$ cat src/led_sink_map.svh
`ifndef LED_SINK_MAP_SVH
`define LED_SINK_MAP_SVH

// ****************************************
// Widths and values
// ****************************************
`define CHAN_COUNT 16
`define CHAN_LAST_BIT 4'hF
`define SHIFT_RESET_VALUE 16'h0000
`define LATCH_RESET_VALUE 16'h0000
// Arbitrary stand-in for the undisclosed test pattern
`define TEST_PATTERN 16'hA5A5
`define FIFO_DEPTH 8

// ****************************************
// Link timing, in clk_sys_i cycles
// ****************************************
// Each link level is held long enough for the three-stage sampler
`define LINK_HALF_LAST 3'h3

`endif

$ cat src/led_sink_pkg.sv
package led_sink_pkg;
	`include "led_sink_map.svh"

	typedef logic [`CHAN_COUNT-1:0] chan_word_t;

	typedef enum logic [2:0] {
		H_IDLE,
		H_LOW,
		H_HIGH,
		H_LAT_HI,
		H_LAT_LO
	} host_state_t;

	typedef struct packed {
		logic [2:0] clk_s;
		logic [2:0] dat_s;
		logic [2:0] lat_s;
		logic [2:0] blk_s;
		logic clk_f;
		logic dat_f;
		logic lat_f;
		logic blk_f;
		chan_word_t shift;
		chan_word_t latch;
		chan_word_t sink;
		logic sdo;
	} dev_state_t;

	typedef struct packed {
		host_state_t state;
		logic [2:0] tmr;
		logic [3:0] bit_cnt;
		chan_word_t shreg;
		logic sclk;
		logic sdat;
		logic lat;
		logic blank;
		logic loaded;
	} host_reg_t;
endpackage

$ cat src/led_sink_if.sv
`timescale 1ns/1ps
interface led_sink_if;
	logic serial_shift_clock;
	logic serial_data_in;
	logic latch_strobe;
	logic output_blanking;
	logic serial_data_out;

	modport device (
		input serial_shift_clock,
		input serial_data_in,
		input latch_strobe,
		input output_blanking,
		output serial_data_out
	);

	modport host (
		output serial_shift_clock,
		output serial_data_in,
		output latch_strobe,
		output output_blanking,
		input serial_data_out
	);
endinterface

$ cat src/led_sink_host.sv
`timescale 1ns/1ps
`include "led_sink_map.svh"
module led_sink_fifo #(
	parameter int WIDTH = 16,
	parameter int DEPTH = 8
) (
	input wire logic clk_sys_i,
	input wire logic rst_i,
	input wire logic in_valid_i,
	input wire logic [WIDTH-1:0] in_data_i,
	output logic in_ready_o,
	output logic out_valid_o,
	output logic [WIDTH-1:0] out_data_o,
	input wire logic out_ready_i
);
	localparam int AW = (DEPTH > 1) ? $clog2(DEPTH) : 1;
	localparam int CW = $clog2(DEPTH + 1);

	// ****************************************
	// Storage and pointers
	// ****************************************
	// Count kept beside the pointers so full and empty need no wrap bit
	typedef struct packed {
		logic [DEPTH-1:0][WIDTH-1:0] mem;
		logic [AW-1:0] wr;
		logic [AW-1:0] rd;
		logic [CW-1:0] cnt;
		logic ready;
		logic valid;
	} fifo_reg_t;

	fifo_reg_t f_r;
	fifo_reg_t f_nxt;

	function automatic logic [AW-1:0] ptr_inc(input logic [AW-1:0] p);
		ptr_inc = (p == AW'(DEPTH - 1)) ? '0 : AW'(p + 1'b1);
	endfunction

	logic push;
	logic pop;

	// ****************************************
	// Occupancy and flags
	// ****************************************
	always_comb begin
		f_nxt = f_r;
		push = in_valid_i & f_r.ready;
		pop = f_r.valid & out_ready_i;
		if (push) begin
			f_nxt.mem[f_r.wr] = in_data_i;
			f_nxt.wr = ptr_inc(f_r.wr);
		end
		if (pop) begin
			f_nxt.rd = ptr_inc(f_r.rd);
		end
		if (push && !pop) begin
			f_nxt.cnt = CW'(f_r.cnt + 1'b1);
		end else if (pop && !push) begin
			f_nxt.cnt = CW'(f_r.cnt - 1'b1);
		end
		// Flags registered so both handshakes leave from flops
		f_nxt.ready = (f_nxt.cnt != CW'(DEPTH));
		f_nxt.valid = (f_nxt.cnt != '0);
	end

	// ****************************************
	// Registers
	// ****************************************
	always_ff @(posedge clk_sys_i or posedge rst_i) begin
		if (rst_i) begin
			f_r <= '0;
			f_r.ready <= 1'b1;
		end else begin
			f_r <= f_nxt;
		end
	end

	// ****************************************
	// Handshake outputs
	// ****************************************
	assign in_ready_o = f_r.ready;
	assign out_valid_o = f_r.valid;
	assign out_data_o = f_r.mem[f_r.rd];
endmodule

module led_sink_host
	import led_sink_pkg::*;
(
	input wire logic clk_sys_i,
	input wire logic rst_i,
	input wire logic word_valid_i,
	input wire logic [`CHAN_COUNT-1:0] word_data_i,
	output logic word_ready_o,
	input wire logic blank_req_i,
	output logic loaded_o,
	led_sink_if.host link
);

	host_reg_t r_r;
	host_reg_t r_nxt;
	logic fifo_valid;
	chan_word_t fifo_data;
	logic fifo_pop;
	logic tmr_done;

	// ****************************************
	// Word queue
	// ****************************************
	// Lets the user post a burst while one frame at a time goes out
	led_sink_fifo #(
		.WIDTH(`CHAN_COUNT),
		.DEPTH(`FIFO_DEPTH)
	) u_fifo (
		.clk_sys_i(clk_sys_i),
		.rst_i(rst_i),
		.in_valid_i(word_valid_i),
		.in_data_i(word_data_i),
		.in_ready_o(word_ready_o),
		.out_valid_o(fifo_valid),
		.out_data_o(fifo_data),
		.out_ready_i(fifo_pop)
	);

	// Words wait in the FIFO while a frame is on the link
	assign fifo_pop = (r_r.state == H_IDLE);

	// ****************************************
	// Frame sequencer
	// ****************************************
	always_comb begin
		r_nxt = r_r;
		tmr_done = (r_r.tmr == `LINK_HALF_LAST);
		r_nxt.tmr = tmr_done ? 3'h0 : 3'(r_r.tmr + 1'b1);
		unique case (r_r.state)
			H_IDLE: begin
				r_nxt.tmr = 3'h0;
				if (fifo_valid) begin
					// MSB first so it lands in bit 15 after sixteen shifts
					r_nxt.shreg = fifo_data;
					r_nxt.sdat = fifo_data[`CHAN_COUNT-1];
					r_nxt.bit_cnt = 4'h0;
					r_nxt.state = H_LOW;
				end
			end
			H_LOW: begin
				// Data moved with the last fall, so it is steady a full half either side
				if (tmr_done) begin
					r_nxt.sclk = 1'b1;
					r_nxt.state = H_HIGH;
				end
			end
			H_HIGH: begin
				if (tmr_done) begin
					r_nxt.sclk = 1'b0;
					if (r_r.bit_cnt == `CHAN_LAST_BIT) begin
						// Strobe rises with the last fall, never beside a rise
						r_nxt.lat = 1'b1;
						r_nxt.state = H_LAT_HI;
					end else begin
						// Next bit down, MSB first
						r_nxt.shreg = {r_r.shreg[`CHAN_COUNT-2:0], 1'b0};
						r_nxt.sdat = r_r.shreg[`CHAN_COUNT-2];
						r_nxt.bit_cnt = 4'(r_r.bit_cnt + 1'b1);
						r_nxt.state = H_LOW;
					end
				end
			end
			H_LAT_HI: begin
				if (tmr_done) begin
					r_nxt.lat = 1'b0;
					r_nxt.state = H_LAT_LO;
				end
			end
			H_LAT_LO: begin
				// Low half keeps the next frame's first rise clear of the strobe
				if (tmr_done) begin
					r_nxt.loaded = 1'b1;
					r_nxt.state = H_IDLE;
				end
			end
		endcase
		// Unused channels are the user's to zero in the word
		r_nxt.blank = ~r_nxt.loaded | blank_req_i;
	end

	// ****************************************
	// Registers
	// ****************************************
	// Blanking held from reset until a whole word is latched
	always_ff @(posedge clk_sys_i or posedge rst_i) begin
		if (rst_i) begin
			r_r <= '0;
			r_r.state <= H_IDLE;
			r_r.blank <= 1'b1;
		end else begin
			r_r <= r_nxt;
		end
	end

	// ****************************************
	// Pins
	// ****************************************
	assign link.serial_shift_clock = r_r.sclk;
	assign link.serial_data_in = r_r.sdat;
	assign link.latch_strobe = r_r.lat;
	assign link.output_blanking = r_r.blank;
	assign loaded_o = r_r.loaded;
endmodule

$ cat src/flat_wrapper.sv
// flat-port wrapper written by rule: the top's interface ports become plain ports
module led_sink_host_flat import led_sink_pkg::*;
  (clk_sys_i, rst_i, word_valid_i, word_data_i, word_ready_o, blank_req_i, loaded_o, link_serial_shift_clock, link_serial_data_in, link_latch_strobe, link_output_blanking, link_serial_data_out);
  led_sink_if link_i ();
  input wire logic clk_sys_i;
  input wire logic rst_i;
  input wire logic word_valid_i;
  input wire logic [`CHAN_COUNT-1:0] word_data_i;
  output logic word_ready_o;
  input wire logic blank_req_i;
  output logic loaded_o;
  output wire logic [$bits(link_i.serial_shift_clock)-1:0] link_serial_shift_clock;
  output wire logic [$bits(link_i.serial_data_in)-1:0] link_serial_data_in;
  output wire logic [$bits(link_i.latch_strobe)-1:0] link_latch_strobe;
  output wire logic [$bits(link_i.output_blanking)-1:0] link_output_blanking;
  input wire logic [$bits(link_i.serial_data_out)-1:0] link_serial_data_out;
  assign link_serial_shift_clock = link_i.serial_shift_clock;
  assign link_serial_data_in = link_i.serial_data_in;
  assign link_latch_strobe = link_i.latch_strobe;
  assign link_output_blanking = link_i.output_blanking;
  assign link_i.serial_data_out = link_serial_data_out;
  led_sink_host u_core (.clk_sys_i(clk_sys_i), .rst_i(rst_i), .word_valid_i(word_valid_i), .word_data_i(word_data_i), .word_ready_o(word_ready_o), .blank_req_i(blank_req_i), .loaded_o(loaded_o), .link(link_i));
endmodule
$ cat config.mk
export PLATFORM = sky130hd
export DESIGN_NAME = led_sink_host_flat
export DESIGN_NICKNAME = d
export VERILOG_FILES = /design/src/led_sink_pkg.sv /design/src/led_sink_if.sv /design/src/led_sink_host.sv /design/src/flat_wrapper.sv
export VERILOG_INCLUDE_DIRS = /design/src
export SDC_FILE = /design/constraint.sdc
export NUM_CORES = 1
export LEC_CHECK = 0
export ABC_AREA = 1
export CAP_MARGIN = 20
export CORE_MARGIN = 1.5
export CORE_UTILIZATION = 57
export CTS_CLUSTER_DIAMETER = 40
export DETAILED_ROUTE_END_ITERATION = 7
export DONT_BUFFER_PORTS = 1
export PLACE_DENSITY = 0.79
export SLEW_MARGIN = 10
export SYNTH_ARGS = -nofsm -noshare
export SYNTH_HDL_FRONTEND = slang
export SYNTH_SLANG_ARGS = --single-unit
$ cat constraint.sdc
create_clock -name clk_sys_i -period 5.5 [get_ports clk_sys_i]
set_input_delay 0.825 -clock clk_sys_i [delete_from_list [all_inputs] [get_ports clk_sys_i]]
set_output_delay 0.825 -clock clk_sys_i [all_outputs]
set_load 0.05 [all_outputs]
Word level (Yosys, flattened, before mapping):

Cells that the tools add are included.

* bits in registers: 170
* output and inout bits: 6
* word-level logic and storage cells: 97

* add/subtract/negate cells: 6
* magnitude comparators: 3
* equality and inequality tests: 16
* multiplexer cells: 32
* bitwise logic cells: 4
* reductions and logical operators: 14

Operator list (number)
* $bwmux 128: 1
* $bmux 16 s3: 1
* $demux 16 s3: 1
* $mux 20: 2
* $pmux 20 s2: 1
* $mux 16: 2
* $mux 3: 9
* $mux 23: 1
* $pmux 3 s5: 1
* $ne 2x1->1 const B: 6
* $add 3x1->3 const B: 3
* $eq 3x2->1 const B: 3
* $eq 3x3->1 const B: 3
* $add 4x1->4 const B: 2
* $lt 3x4->1 const B: 2
* $mux 4: 2
* $reduce_and 4->1: 2
* $mux 1: 7
* $pmux 1 s2: 3
* $reduce_bool 2->1: 3
* $reduce_and 5->1: 1
* $eq 4x4->1 const B: 1
* $ne 4x4->1 const B: 1
* $reduce_bool 4->1: 1
* other kinds (12): 16

Depth between registers and ports, before layout:

Gate-level depths: netlist of the first run.

* word-level depth: 6
* mapped depth: 10

Cells and area by module:

A second synthesis of the first run with hierarchy kept.

* cells, all modules: 999
* area, all modules: 8007.7 µm²

Modules (own cells, without submodules)
* led_sink_fifo: times used 1, cells each 791, area each 6461.2 µm², seq. area each 3504.6 µm²
* led_sink_host: times used 1, cells each 208, area each 1546.5 µm², seq. area each 752.0 µm²

Worst setup path after synthesis of the first run:

Ideal clock, no wire load.

* path kind: input to register
* start point: in word_valid_i
* end point: reg u_core.u_fifo.f_r (netlist bit u_core.u_fifo.out_valid_o)
* data arrival time: 1630 ps
* required time: 5372 ps
* setup slack: 3742 ps
* cell stages on the path: 8
* buffers on the path: 0
* path through: nand2_1 -> clkinv_1 -> nor2_1 -> nand2_1 -> nand2_1 -> nand2_1 -> nand2_1 -> nand3_1

RTL lines
* from (decl): line flat_wrapper.sv:7 `input wire logic word_valid_i;`
* to (signal assigned): line led_sink_host.sv:74 `f_r <= f_nxt;`
* to (decl): line led_sink_host.sv:32 `fifo_reg_t f_r;`

Worst setup path in the final report of the first run:

* start point: reg u_core.u_fifo.f_r[8] (netlist bit)
* end point: reg u_core.r_r[9] (netlist bit)

* longest elaborated chain between the ends: 4

RTL lines
* $bmux 16 s3: line led_sink_host.sv:83 `assign out_data_o = f_r.mem[f_r.rd];`
* $mux 16 (implied by the code): line led_sink_host.sv:83
* $mux 20: line led_sink_host.sv:137 `if (fifo_valid) begin`
* $pmux 20 s2: line led_sink_host.sv:134 `unique case (r_r.state)`
* to (signal assigned): line led_sink_host.sv:196 `r_r <= r_nxt;`
* to (decl): line led_sink_host.sv:99 `host_reg_t r_r;`

No other way between the ends. The select of a mux whose other input is x is not followed.
A chain may end at the register's enable or synchronous reset.

==> flow_summary.json, run 1 <==
{
  "grt_pass1_vias": 5967,
  "cts_buffers": 17,
  "cts.sinks": 170,
  "period_needed_ps": 2650,
  "synth_top_area_share": 0.541,
  "reg2reg_to": "u_core.r_r[9]",
  "cp-start-kind": "register",
  "top_register": "u_core.u_fifo.f_r",
  "crit_chain": "clkinv_1 -> nand3_1 -> nand3_1 -> nand3_1 -> o21ai_0",
  "clockBufferDepth": 2,
  "die_w_um": 120,
  "worstRegToRegCells": 5,
  "yosys_warnings": 0,
  "status": "finished, final reports clean",
  "antenna_cells": 0,
  "placementRows": 42,
  "rrSetupSlack_ps": 2850,
  "skew_ps": 7.45,
  "synth_compound_area_frac": 0.109,
  "final_util": 0.637,
  "fp.dieH_um": 120,
  "cts_setup_buffers": 0,
  "cp_slowest_stage_delay_ps": 970,
  "vdd_drop_max_uv": 282,
  "ctsResizeCount": 0,
  "synth_ff_type": "dfrtp_1",
  "fin_crit_sh": 0.481,
  "ctsHoldBuffers": 0,
  "drtPass1Iterations": 5,
  "wl_per_cell_um": 15.9,
  "netlist_area_um2": 7760,
  "synth_area_leader_cell": "dfrtp_1",
  "yosysUniqueCellTypes": 31,
  "cp.arrival_ps": 2960,
  "worst_pin_slew_ps": 961,
  "routed_wirelength_um": 17800,
  "place.gp.congestion": 0.786,
  "remaining_drc_errors": 0,
  "dr_total_vias": 6268,
  "rsz0062_at_grt": "false",
  "syn_to_final_growth_pct": 8.62,
  "postRouteAntennaNets": 0,
  "ys_ff_latch": 170,
  "antenna_found_initial": 0,
  "clock.fmax_mhz": 378,
  "critPathKind": "reg -> reg",
  "post_synth_and_or_nand_nor_area_fraction": 0.267,
  "syn_inst": 947,
  "synthXorXnorAreaFrac": 0.00226,
  "post-place-cells": 1081,
  "largest_register_ff_count": 138,
  "yosys-top-cells-area": "dfrtp_1 54%, nand2_1 15%, o21ai_0 9.8%, nand3_1 8.9%, inv_1 2.8%",
  "yosys-mux-area-fraction": 0,
  "track_usage": 0.272,
  "grt_overflow": 0,
  "min_path_type": "in -> async",
  "clkTransAtPathRegs_ps": 60,
  "timing.setup.tns_ps": 0,
  "report.final.slew_viol_count": 0,
  "clockRootBuffer": "clkbuf_16",
  "synth_top_family_by_area": "simple AND/OR/NAND/NOR gates",
  "cts_tree": "done",
  "p_leak_nw": 4.05,
  "hpwl_um": 9860,
  "critPathRequiredTime_ps": 5810,
  "cp-end-kind": "register",
  "hold_viol": 0,
  "maxCapViolCount": 0,
  "drive_gt1_frac": 0.0607,
  "start_util": 0.586,
  "io_buffer_count": 0,
  "io_pins": 27,
  "ys_seq_area_frac": 0.548,
  "grt_max_degree": 68,
  "crit_top_cell": "nand3_1",
  "cp_max_fo": 18,
  "syn_area_per_cell_um2": 8.20,
  "dieArea_um2": 14300,
  "drt_iter0_drc": 662,
  "synth_edf_count": 0,
  "maxSlewHeadroom": 0.360,
  "core_area_um2": 13200,
  "clock_latency_ps": 430,
  "finalNonFillerCells": 1115,
  "async_flop_share": 1.00,
  "power_density_nw_per_um2": 472,
  "synthTopCellsByCount": "311 x nand2_1, 168 x dfrtp_1, 152 x o21ai_0",
  "cp_slowest_cell": "dfrtp_1",
  "reg_top3": "u_core.u_fifo.f_r x138, u_core.r_r x25",
  "grt_pass1_wl_um": 30000,
  "setup_violations": 0,
  "syn-num-nets": 976,
  "yosysMostFrequentCell": "nand2_1",
  "synthAdderAreaFrac": 0.0129,
  "timing.rr.start": "u_core.u_fifo.f_r[8]",
  "nets": 956,
  "vias_per_cell": 5.62,
  "htreeDepth": 4
}
==> cells in the final DEF (no fill, tap or decap), drive strengths merged <==
cell / count
nand2: 315
dfrtp: 168
o21ai: 155
nand3: 139
inv: 62
nor2: 27
clkbuf: 22
buf: 14
ha: 8
clkinv: 5
nor3: 3
nand4: 3
clkinvlp: 3
o22ai: 2
o31ai: 2
o211ai: 2
dfstp: 2
a22o: 1
a31oi: 1
xnor2: 1
o21bai: 1
xor2: 1
a21oi: 1
bufinv: 1
==> where the power goes <==
group / switching [mW] / total (mW) / internal [mW] / leakage [nW]
Clock: 0.488 / 1.14 / 0.648 / 0.265
Combinational: 0.535 / 0.890 / 0.356 / 1.64
Sequential: 0.256 / 1.96 / 1.70 / 2.15
Total: 1.28 / 3.98 / 2.71 / 4.05
==> per-layer routing <==
metal  routed length [um]  GRT usage  vias to the layer above  share of wire
met4                  257     0.0856                        0          0.014
li1                     -          -                     3046              -
met1                 7830      0.378                     3000           0.44
met5                    0          0                        -              0
met2                 8520      0.430                      194           0.48
met3                 1140     0.0604                       28          0.064
==> critical path: cells and delay by family, from the launching register on <==
family	cells	cell delay [ps]
flip-flops	1	970
buffers and inverters	1	910
AND/OR/NAND/NOR	3	540
AO/OA/AOI/OAI	1	90
==> through the flow <==
stage	hold slack (ps)	instance area, um2	total power [mW]	setup slack [ps]
6_report	275	8430	3.98	2850
5_1_grt	305	8430	4.27	2750
4_1_cts	287	8390	3.98	2950
3_5_place_dp	461	7830	2.84	2950
3_3_place_gp	439	7830	2.79	2970
2_1_floorplan	417	7760	2.62	74.9
==> cells by family (layout without fill, tap and decap cells) <==
group                      Yosys count  after routing
and+or+nand+nor                    487            487
DFF                                170            170
AOI/OAI and AO/OA                  165            165
buffers and inverters              115            107
adders and majority gates            8              8
xor gates and xnor gates             2              2
==> area by class of cell <==
class / instances / area [um2]
multi-input combinational: 662 / 3030
sequential: 170 / 4260
clock inverter: 9 / 91.3
clock buffer: 22 / 464
tap: 176 / 220
fill: 1149 / 4810
inverter: 62 / 240
timing repair buffer: 14 / 128
==> how the worst max path moves through the flow <==
stage / end / depth (start not counted) / start / slack (ps)
global route: u_core.r_r[10] / 5 / u_core.u_fifo.f_r[8] / 2750
global placement: u_core.r_r[9] / 5 / u_core.u_fifo.f_r[8] / 2970
finish: u_core.r_r[9] / 5 / u_core.u_fifo.f_r[8] / 2850
floorplan: u_core.link.latch_strobe / 1 / rst_i / 70
CTS: u_core.r_r[9] / 5 / u_core.u_fifo.f_r[8] / 2950
detailed placement: u_core.u_fifo.f_r[32] / 4 / word_valid_i / 2950
Note: power is estimated with default switching activity, not from simulation.
==> run 2, diff against run 1 <==
--- a/config.mk
+++ b/config.mk
@@ -6,14 +6,14 @@
 export SDC_FILE = /design/constraint.sdc
 export NUM_CORES = 1
 export LEC_CHECK = 0
-export ABC_AREA = 1
+export ABC_AREA = 0
 export CAP_MARGIN = 20
 export CORE_MARGIN = 1.5
-export CORE_UTILIZATION = 57
+export CORE_UTILIZATION = 60
 export CTS_CLUSTER_DIAMETER = 40
 export DETAILED_ROUTE_END_ITERATION = 7
 export DONT_BUFFER_PORTS = 1
-export PLACE_DENSITY = 0.79
+export PLACE_DENSITY = 0.8
 export SLEW_MARGIN = 10
 export SYNTH_ARGS = -nofsm -noshare
 export SYNTH_HDL_FRONTEND = slang
==> constraint.sdc (replaced) <==
create_clock -name clk_sys_i -period 2.45 [get_ports clk_sys_i]
set_input_delay 0.3675 -clock clk_sys_i [delete_from_list [all_inputs] [get_ports clk_sys_i]]
set_output_delay 0.3675 -clock clk_sys_i [all_outputs]
set_load 0.05 [all_outputs]
==> run 2 against run 1 <==
Net effect: non-clock buffer count increased by 6; final area grew 3.0%; die area fell by 3.5%; clock power rose by 140%; global-route usage shrank 2.3 points; hold slack lost 230 ps; clock skew about the same; register-to-register slack worse by 2600 ps; core utilization up 4.6 points; wire length is 8.9% lower; sequential share of layout area decreased by 1.4 points; via count fell by 22%.
==> flow_summary.json, run 2 <==
{
  "cp.arrival_ps": 2520,
  "fin_crit_sh": 0.904,
  "grt_pass1_wl_um": 26600,
  "timing.hold.ws_ps": 42.0,
  "antenna_cells": 0,
  "dr_total_vias": 4904,
  "clock.fmax_mhz": 451,
  "fp.dieH_um": 118,
  "wl_per_cell_um": 20.4,
  "track_usage": 0.249,
  "final_util": 0.683,
  "cp-end-kind": "register",
  "maxCapViolCount": 0,
  "period_needed_ps": 2220,
  "placementRows": 41,
  "report.final.slew_viol_count": 0,
  "dieArea_um2": 13800,
  "htreeDepth": 4,
  "synthTopCellsByCount": "168 x dfrtp_1, 130 x mux2_2, 64 x mux2i_1",
  "io_buffer_count": 0,
  "die_w_um": 118,
  "critPathRequiredTime_ps": 2750,
  "postRouteAntennaNets": 0,
  "min_path_type": "in -> reg",
  "post-place-ws_ps": 320,
  "drive_gt1_frac": 0.322,
  "drtPass1Iterations": 4,
  "ys_ff_latch": 170,
  "syn_to_final_growth_pct": 10.2,
  "clockBufferDepth": 2,
  "async_flop_share": 1.00,
  "vias_per_cell": 6.18,
  "place.gp.congestion": 0.760,
  "remaining_drc_errors": 0,
  "maxSlewHeadroom": 0.409,
  "setup_violations": 0,
  "yosysUniqueCellTypes": 50,
  "final_common_cell": "dfrtp_1",
  "grt_pass1_vias": 5170,
  "grt_max_degree": 171,
  "io_pins": 27,
  "synth_area_leader_cell": "dfrtp_1",
  "synth_top_area_share": 0.533,
  "power.internal_mw": 4.46,
  "ctsResizeCount": 0,
  "ys_seq_area_frac": 0.540,
  "combPwrFrac": 0.010,
  "yosys-top-cells-area": "dfrtp_1 53%, mux2_2 19%, mux2i_1 8.1%, o22ai_1 2.5%, o31ai_1 1.8%",
  "synth_ff_type": "dfrtp_1",
  "nets": 638,
  "power_switching_mw": 1.12,
  "cts_buffers": 17,
  "cts_tree": "done",
  "pwr-share-clk": 0.487,
  "hpwl_um": 9670,
  "top_register": "u_core.u_fifo.f_r",
  "largest_register_ff_count": 138,
  "ctsHoldBuffers": 0,
  "status": "finished, final reports clean",
  "syn_inst": 609,
  "p_leak_nw": 4.51,
  "skew_ps": 7.23,
  "cts.sinks": 170,
  "mostFrequentLayoutCells": "167 x dfrtp_1, 130 x mux2_2, 64 x mux2i_1, 31 x o22ai_1, 23 x nor2_1",
  "cp-start-kind": "register",
  "synth_edf_count": 0,
  "antenna_found_initial": 0,
  "yosysMostFrequentCell": "dfrtp_1",
  "reg_top3": "u_core.u_fifo.f_r x138, u_core.r_r x25",
  "cts_setup_buffers": 0,
  "clkTransAtPathRegs_ps": 60,
  "routed_wirelength_um": 16200,
  "yosys_warnings": 0,
  "vdd_drop_max_uv": 497,
  "critPathKind": "reg -> reg",
  "start_util": 0.619,
  "drt_iter0_drc": 356,
  "grt_overflow": 0,
  "clock_latency_ps": 430,
  "setup_slack_ps": 235,
  "cp_max_fo": 21,
  "power_density_nw_per_um2": 643,
  "netlist_area_um2": 7880,
  "core_area_um2": 12700,
  "syn_area_per_cell_um2": 12.9,
  "seqPwrFrac": 0.503,
  "hold_viol": 0,
  "syn-num-nets": 638,
  "worst_pin_slew_ps": 886,
  "switching_share": 0.201,
  "rsz0062_at_grt": "false",
  "clockRootBuffer": "clkbuf_16"
}
[run 2: critical path, stage by stage (launching register included)]
cell and delay, ps:
dfrtp_1 420, ha_1 230, nand3_1 190, a21oi_2 700, or2_1 210, buf_4 220, o31ai_1 120
[run 2: power by group through the flow]
stage	combinational (mW)	clock, mW	sequential [mW]
2_1_floorplan	0.0432	0	2.86
3_5_place_dp	0.0607	0	2.86
6_report	0.0569	2.72	2.81
3_3_place_gp	0.0583	0	2.86
5_1_grt	0.0681	2.87	2.81
4_1_cts	0.0609	2.75	2.81
[run 2: path summary, 6_finish.rpt]
kind                                 from                           to  slack, ps  cells after the start
max                        u_core.r_r[21]               u_core.r_r[13]        230                      6
min                           blank_req_i  u_core.link.output_blanking         40                      1
max reg2reg                u_core.r_r[21]               u_core.r_r[13]        230                      6
min in group asynchronous           rst_i        u_core.u_fifo.f_r[46]         50                      2
min reg2reg                u_core.r_r[25]               u_core.r_r[25]        440                      1
max in group asynchronous           rst_i         u_core.u_fifo.f_r[6]       1650                      2
[run 2: area by class of cell]
| cell class | instances | area (um2) |
|---|---|---|
| clock buffers | 19 | 453 |
| clock inverters | 12 | 148 |
| fillers | 937 | 4040 |
| inverters | 8 | 33.8 |
| multi-input cells | 392 | 3390 |
| flip-flops and latches | 170 | 4260 |
| well taps | 172 | 215 |
| repair buffers | 20 | 188 |
[run 2: logic make-up after synthesis]
| logic type | share of synthesized area |
|---|---|
| AOI/OAI and AO/OA | 0.0737 |
| muxes | 0.273 |
| xor gates and xnor gates | 0.00333 |
| and+or+nand+nor | 0.0676 |
| DFF | 0.540 |
| buffers and inverters | 0.0298 |
| adders and majority gates | 0.0127 |
[run 2: routing by layer]
layer,global-route usage,vias up,part of all wire
li1,-,2227,-
met1,0.320,2543,0.44
met2,0.405,99,0.50
met3,0.0577,35,0.038
met4,0.108,0,0.027
met5,0,-,0
[run 2: stage by stage]
stage	instances	TNS (ps)	power (mW)	area, um2
floorplan	609	-14210	2.90	7890
global placement	762	0	2.92	8090
detailed placement	762	0	2.92	8090
CTS	793	0	5.61	8690
global route	793	0	5.74	8690
finish	793	0	5.58	8690
==> run 3, diff against run 2 <==
--- a/config.mk
+++ b/config.mk
@@ -8,12 +8,13 @@
 export LEC_CHECK = 0
 export ABC_AREA = 0
 export CAP_MARGIN = 20
-export CORE_MARGIN = 1.5
+export CORE_MARGIN = 4
 export CORE_UTILIZATION = 60
 export CTS_CLUSTER_DIAMETER = 40
 export DETAILED_ROUTE_END_ITERATION = 7
 export DONT_BUFFER_PORTS = 1
 export PLACE_DENSITY = 0.8
+export RECOVER_POWER = 50
 export SLEW_MARGIN = 10
 export SYNTH_ARGS = -nofsm -noshare
 export SYNTH_HDL_FRONTEND = slang
==> constraint.sdc (replaced) <==
create_clock -name clk_sys_i -period 2.45 [get_ports clk_sys_i]
set_input_delay 0.245 -clock clk_sys_i [delete_from_list [all_inputs] [get_ports clk_sys_i]]
set_output_delay 0.245 -clock clk_sys_i [all_outputs]
set_load 0.05 [all_outputs]
==> run 3 against run 2 <==
Net effect: register-to-register slack improved by 40 ps; critical endpoint is now u_core.r_r[6]; final area increased by 2.6%; critical path depth unchanged; largest power group is now the clock network.
==> flow_summary.json, run 3 (same netlist as run 2, synthesis figures left out) <==
{
  "status": "finished, final reports clean",
  "clkTransAtPathRegs_ps": 60,
  "reg_top3": "u_core.u_fifo.f_r x138, u_core.r_r x25",
  "ctsResizeCount": 0,
  "antenna_cells": 0,
  "cp_slowest_stage_delay_ps": 680,
  "ctsHoldBuffers": 18,
  "finalNonFillerCells": 813,
  "post-place-cells": 764,
  "maxSlewHeadroom": 0.354,
  "drt_iter0_drc": 331,
  "top_register": "u_core.u_fifo.f_r",
  "crit_chain": "ha_1 -> nand3_1 -> a21oi_2 -> or2_1 -> buf_4 -> o31ai_1",
  "routed_wirelength_um": 16700,
  "skew_ps": 5.83,
  "die_w_um": 123,
  "wl_per_cell_um": 20.5,
  "mostFrequentLayoutCells": "167 x dfrtp_1, 130 x mux2_2, 64 x mux2i_1, 31 x o22ai_1, 23 x nor2_1",
  "timing.setup.tns_ps": 0,
  "cts_buffers": 17,
  "postRouteAntennaNets": 0,
  "report.final.slew_viol_count": 0,
  "setup_violations": 0,
  "dieArea_um2": 15000,
  "drive_gt1_frac": 0.314,
  "period_needed_ps": 2180,
  "cp.arrival_ps": 2480,
  "fp.dieH_um": 123,
  "cp-start-kind": "register",
  "rsz0062_at_grt": "false",
  "track_usage": 0.243,
  "core_area_um2": 12700,
  "min_path_type": "in -> reg",
  "critPathKind": "reg -> reg",
  "grt_max_degree": 66,
  "htreeDepth": 4,
  "cts_setup_buffers": 0,
  "clock_latency_ps": 440,
  "critPathRequiredTime_ps": 2750,
  "place.gp.congestion": 0.787,
  "cts.sinks": 170,
  "p_leak_nw": 4.61,
  "power_density_nw_per_um2": 657,
  "cp_slowest_cell": "a21oi_2",
  "clock.fmax_mhz": 459,
  "power_mw": 5.85,
  "cts_tree": "done",
  "fin_crit_sh": 0.889,
  "io_pins": 27,
  "final_common_cell": "dfrtp_1",
  "cp-end-kind": "register",
  "grt_pass1_vias": 5235,
  "maxCapViolCount": 0,
  "dr_total_vias": 4987,
  "antenna_found_initial": 0,
  "grt_pass1_wl_um": 27600,
  "io_buffer_count": 0,
  "drtPass1Iterations": 5,
  "clockRootBuffer": "clkbuf_16",
  "cp_max_fo": 21,
  "clockBufferDepth": 2,
  "hold_viol": 0,
  "placementRows": 41,
  "largest_register_ff_count": 138,
  "worst_pin_slew_ps": 964,
  "vdd_drop_max_uv": 371,
  "grt_overflow": 0,
  "syn_to_final_growth_pct": 13.1,
  "vias_per_cell": 6.13,
  "hpwl_um": 10200,
  "remaining_drc_errors": 0,
  "start_util": 0.619,
  "nets": 658
}
==> run 3: worst paths after layout <==
check                                     from                      to  slack, ps  depth (start not counted)
worst min register to register  u_core.r_r[25]          u_core.r_r[25]        460                          1
max in group asynchronous                rst_i    u_core.u_fifo.f_r[6]        530                          3
min in group asynchronous                rst_i  u_core.u_fifo.f_r[127]        430                          2
worst min-delay path              word_valid_i    u_core.u_fifo.f_r[4]        230                          4
worst max register to register  u_core.r_r[21]           u_core.r_r[6]        270                          6
worst max-delay path            u_core.r_r[21]           u_core.r_r[6]        270                          6
==> run 3: metrics by stage <==
stage / hold slack (ps) / utilization / worst slack [ps] / instance area, um2
2_1_floorplan: 355 / - / 37.9 / 7890
3_3_place_gp: 173 / 0.638 / 434 / 8110
3_5_place_dp: 190 / 0.638 / 311 / 8110
4_1_cts: 216 / 0.703 / 283 / 8940
5_1_grt: 292 / 0.701 / 105 / 8910
6_report: 232 / 0.701 / 272 / 8910
==> run 3: critical path: cells and delay by family (launching register included) <==
family | cells | cell delay (ps)
adder cells (fa/ha/maj) | 1 | 230
AO/OA/AOI/OAI | 2 | 800
buffers and inverters | 1 | 210
flip-flops | 1 | 420
AND/OR/NAND/NOR | 2 | 370
==> run 3: area by class of cell <==
cell class / instances / area, um2
clock buffers: 19 / 453
clock inverters: 12 / 195
fillers: 892 / 3810
inverters: 8 / 31.3
multi-input cells: 392 / 3390
flip-flops and latches: 170 / 4260
well taps: 172 / 215
repair buffers: 40 / 368
==> run 3: where the power goes <==
group          internal, mW  total [mW]  switching [mW]
Sequential             2.81        2.81               0
Combinational        0.0241       0.103          0.0790
Clock                  1.85        2.94            1.09
==> run 3: layer usage <==
| layer | track usage | part of all wire |
|---|---|---|
| met4 | 0.0931 | 0.015 |
| met1 | 0.317 | 0.43 |
| met3 | 0.0751 | 0.047 |
| met2 | 0.382 | 0.50 |
| met5 | 0 | 0 |
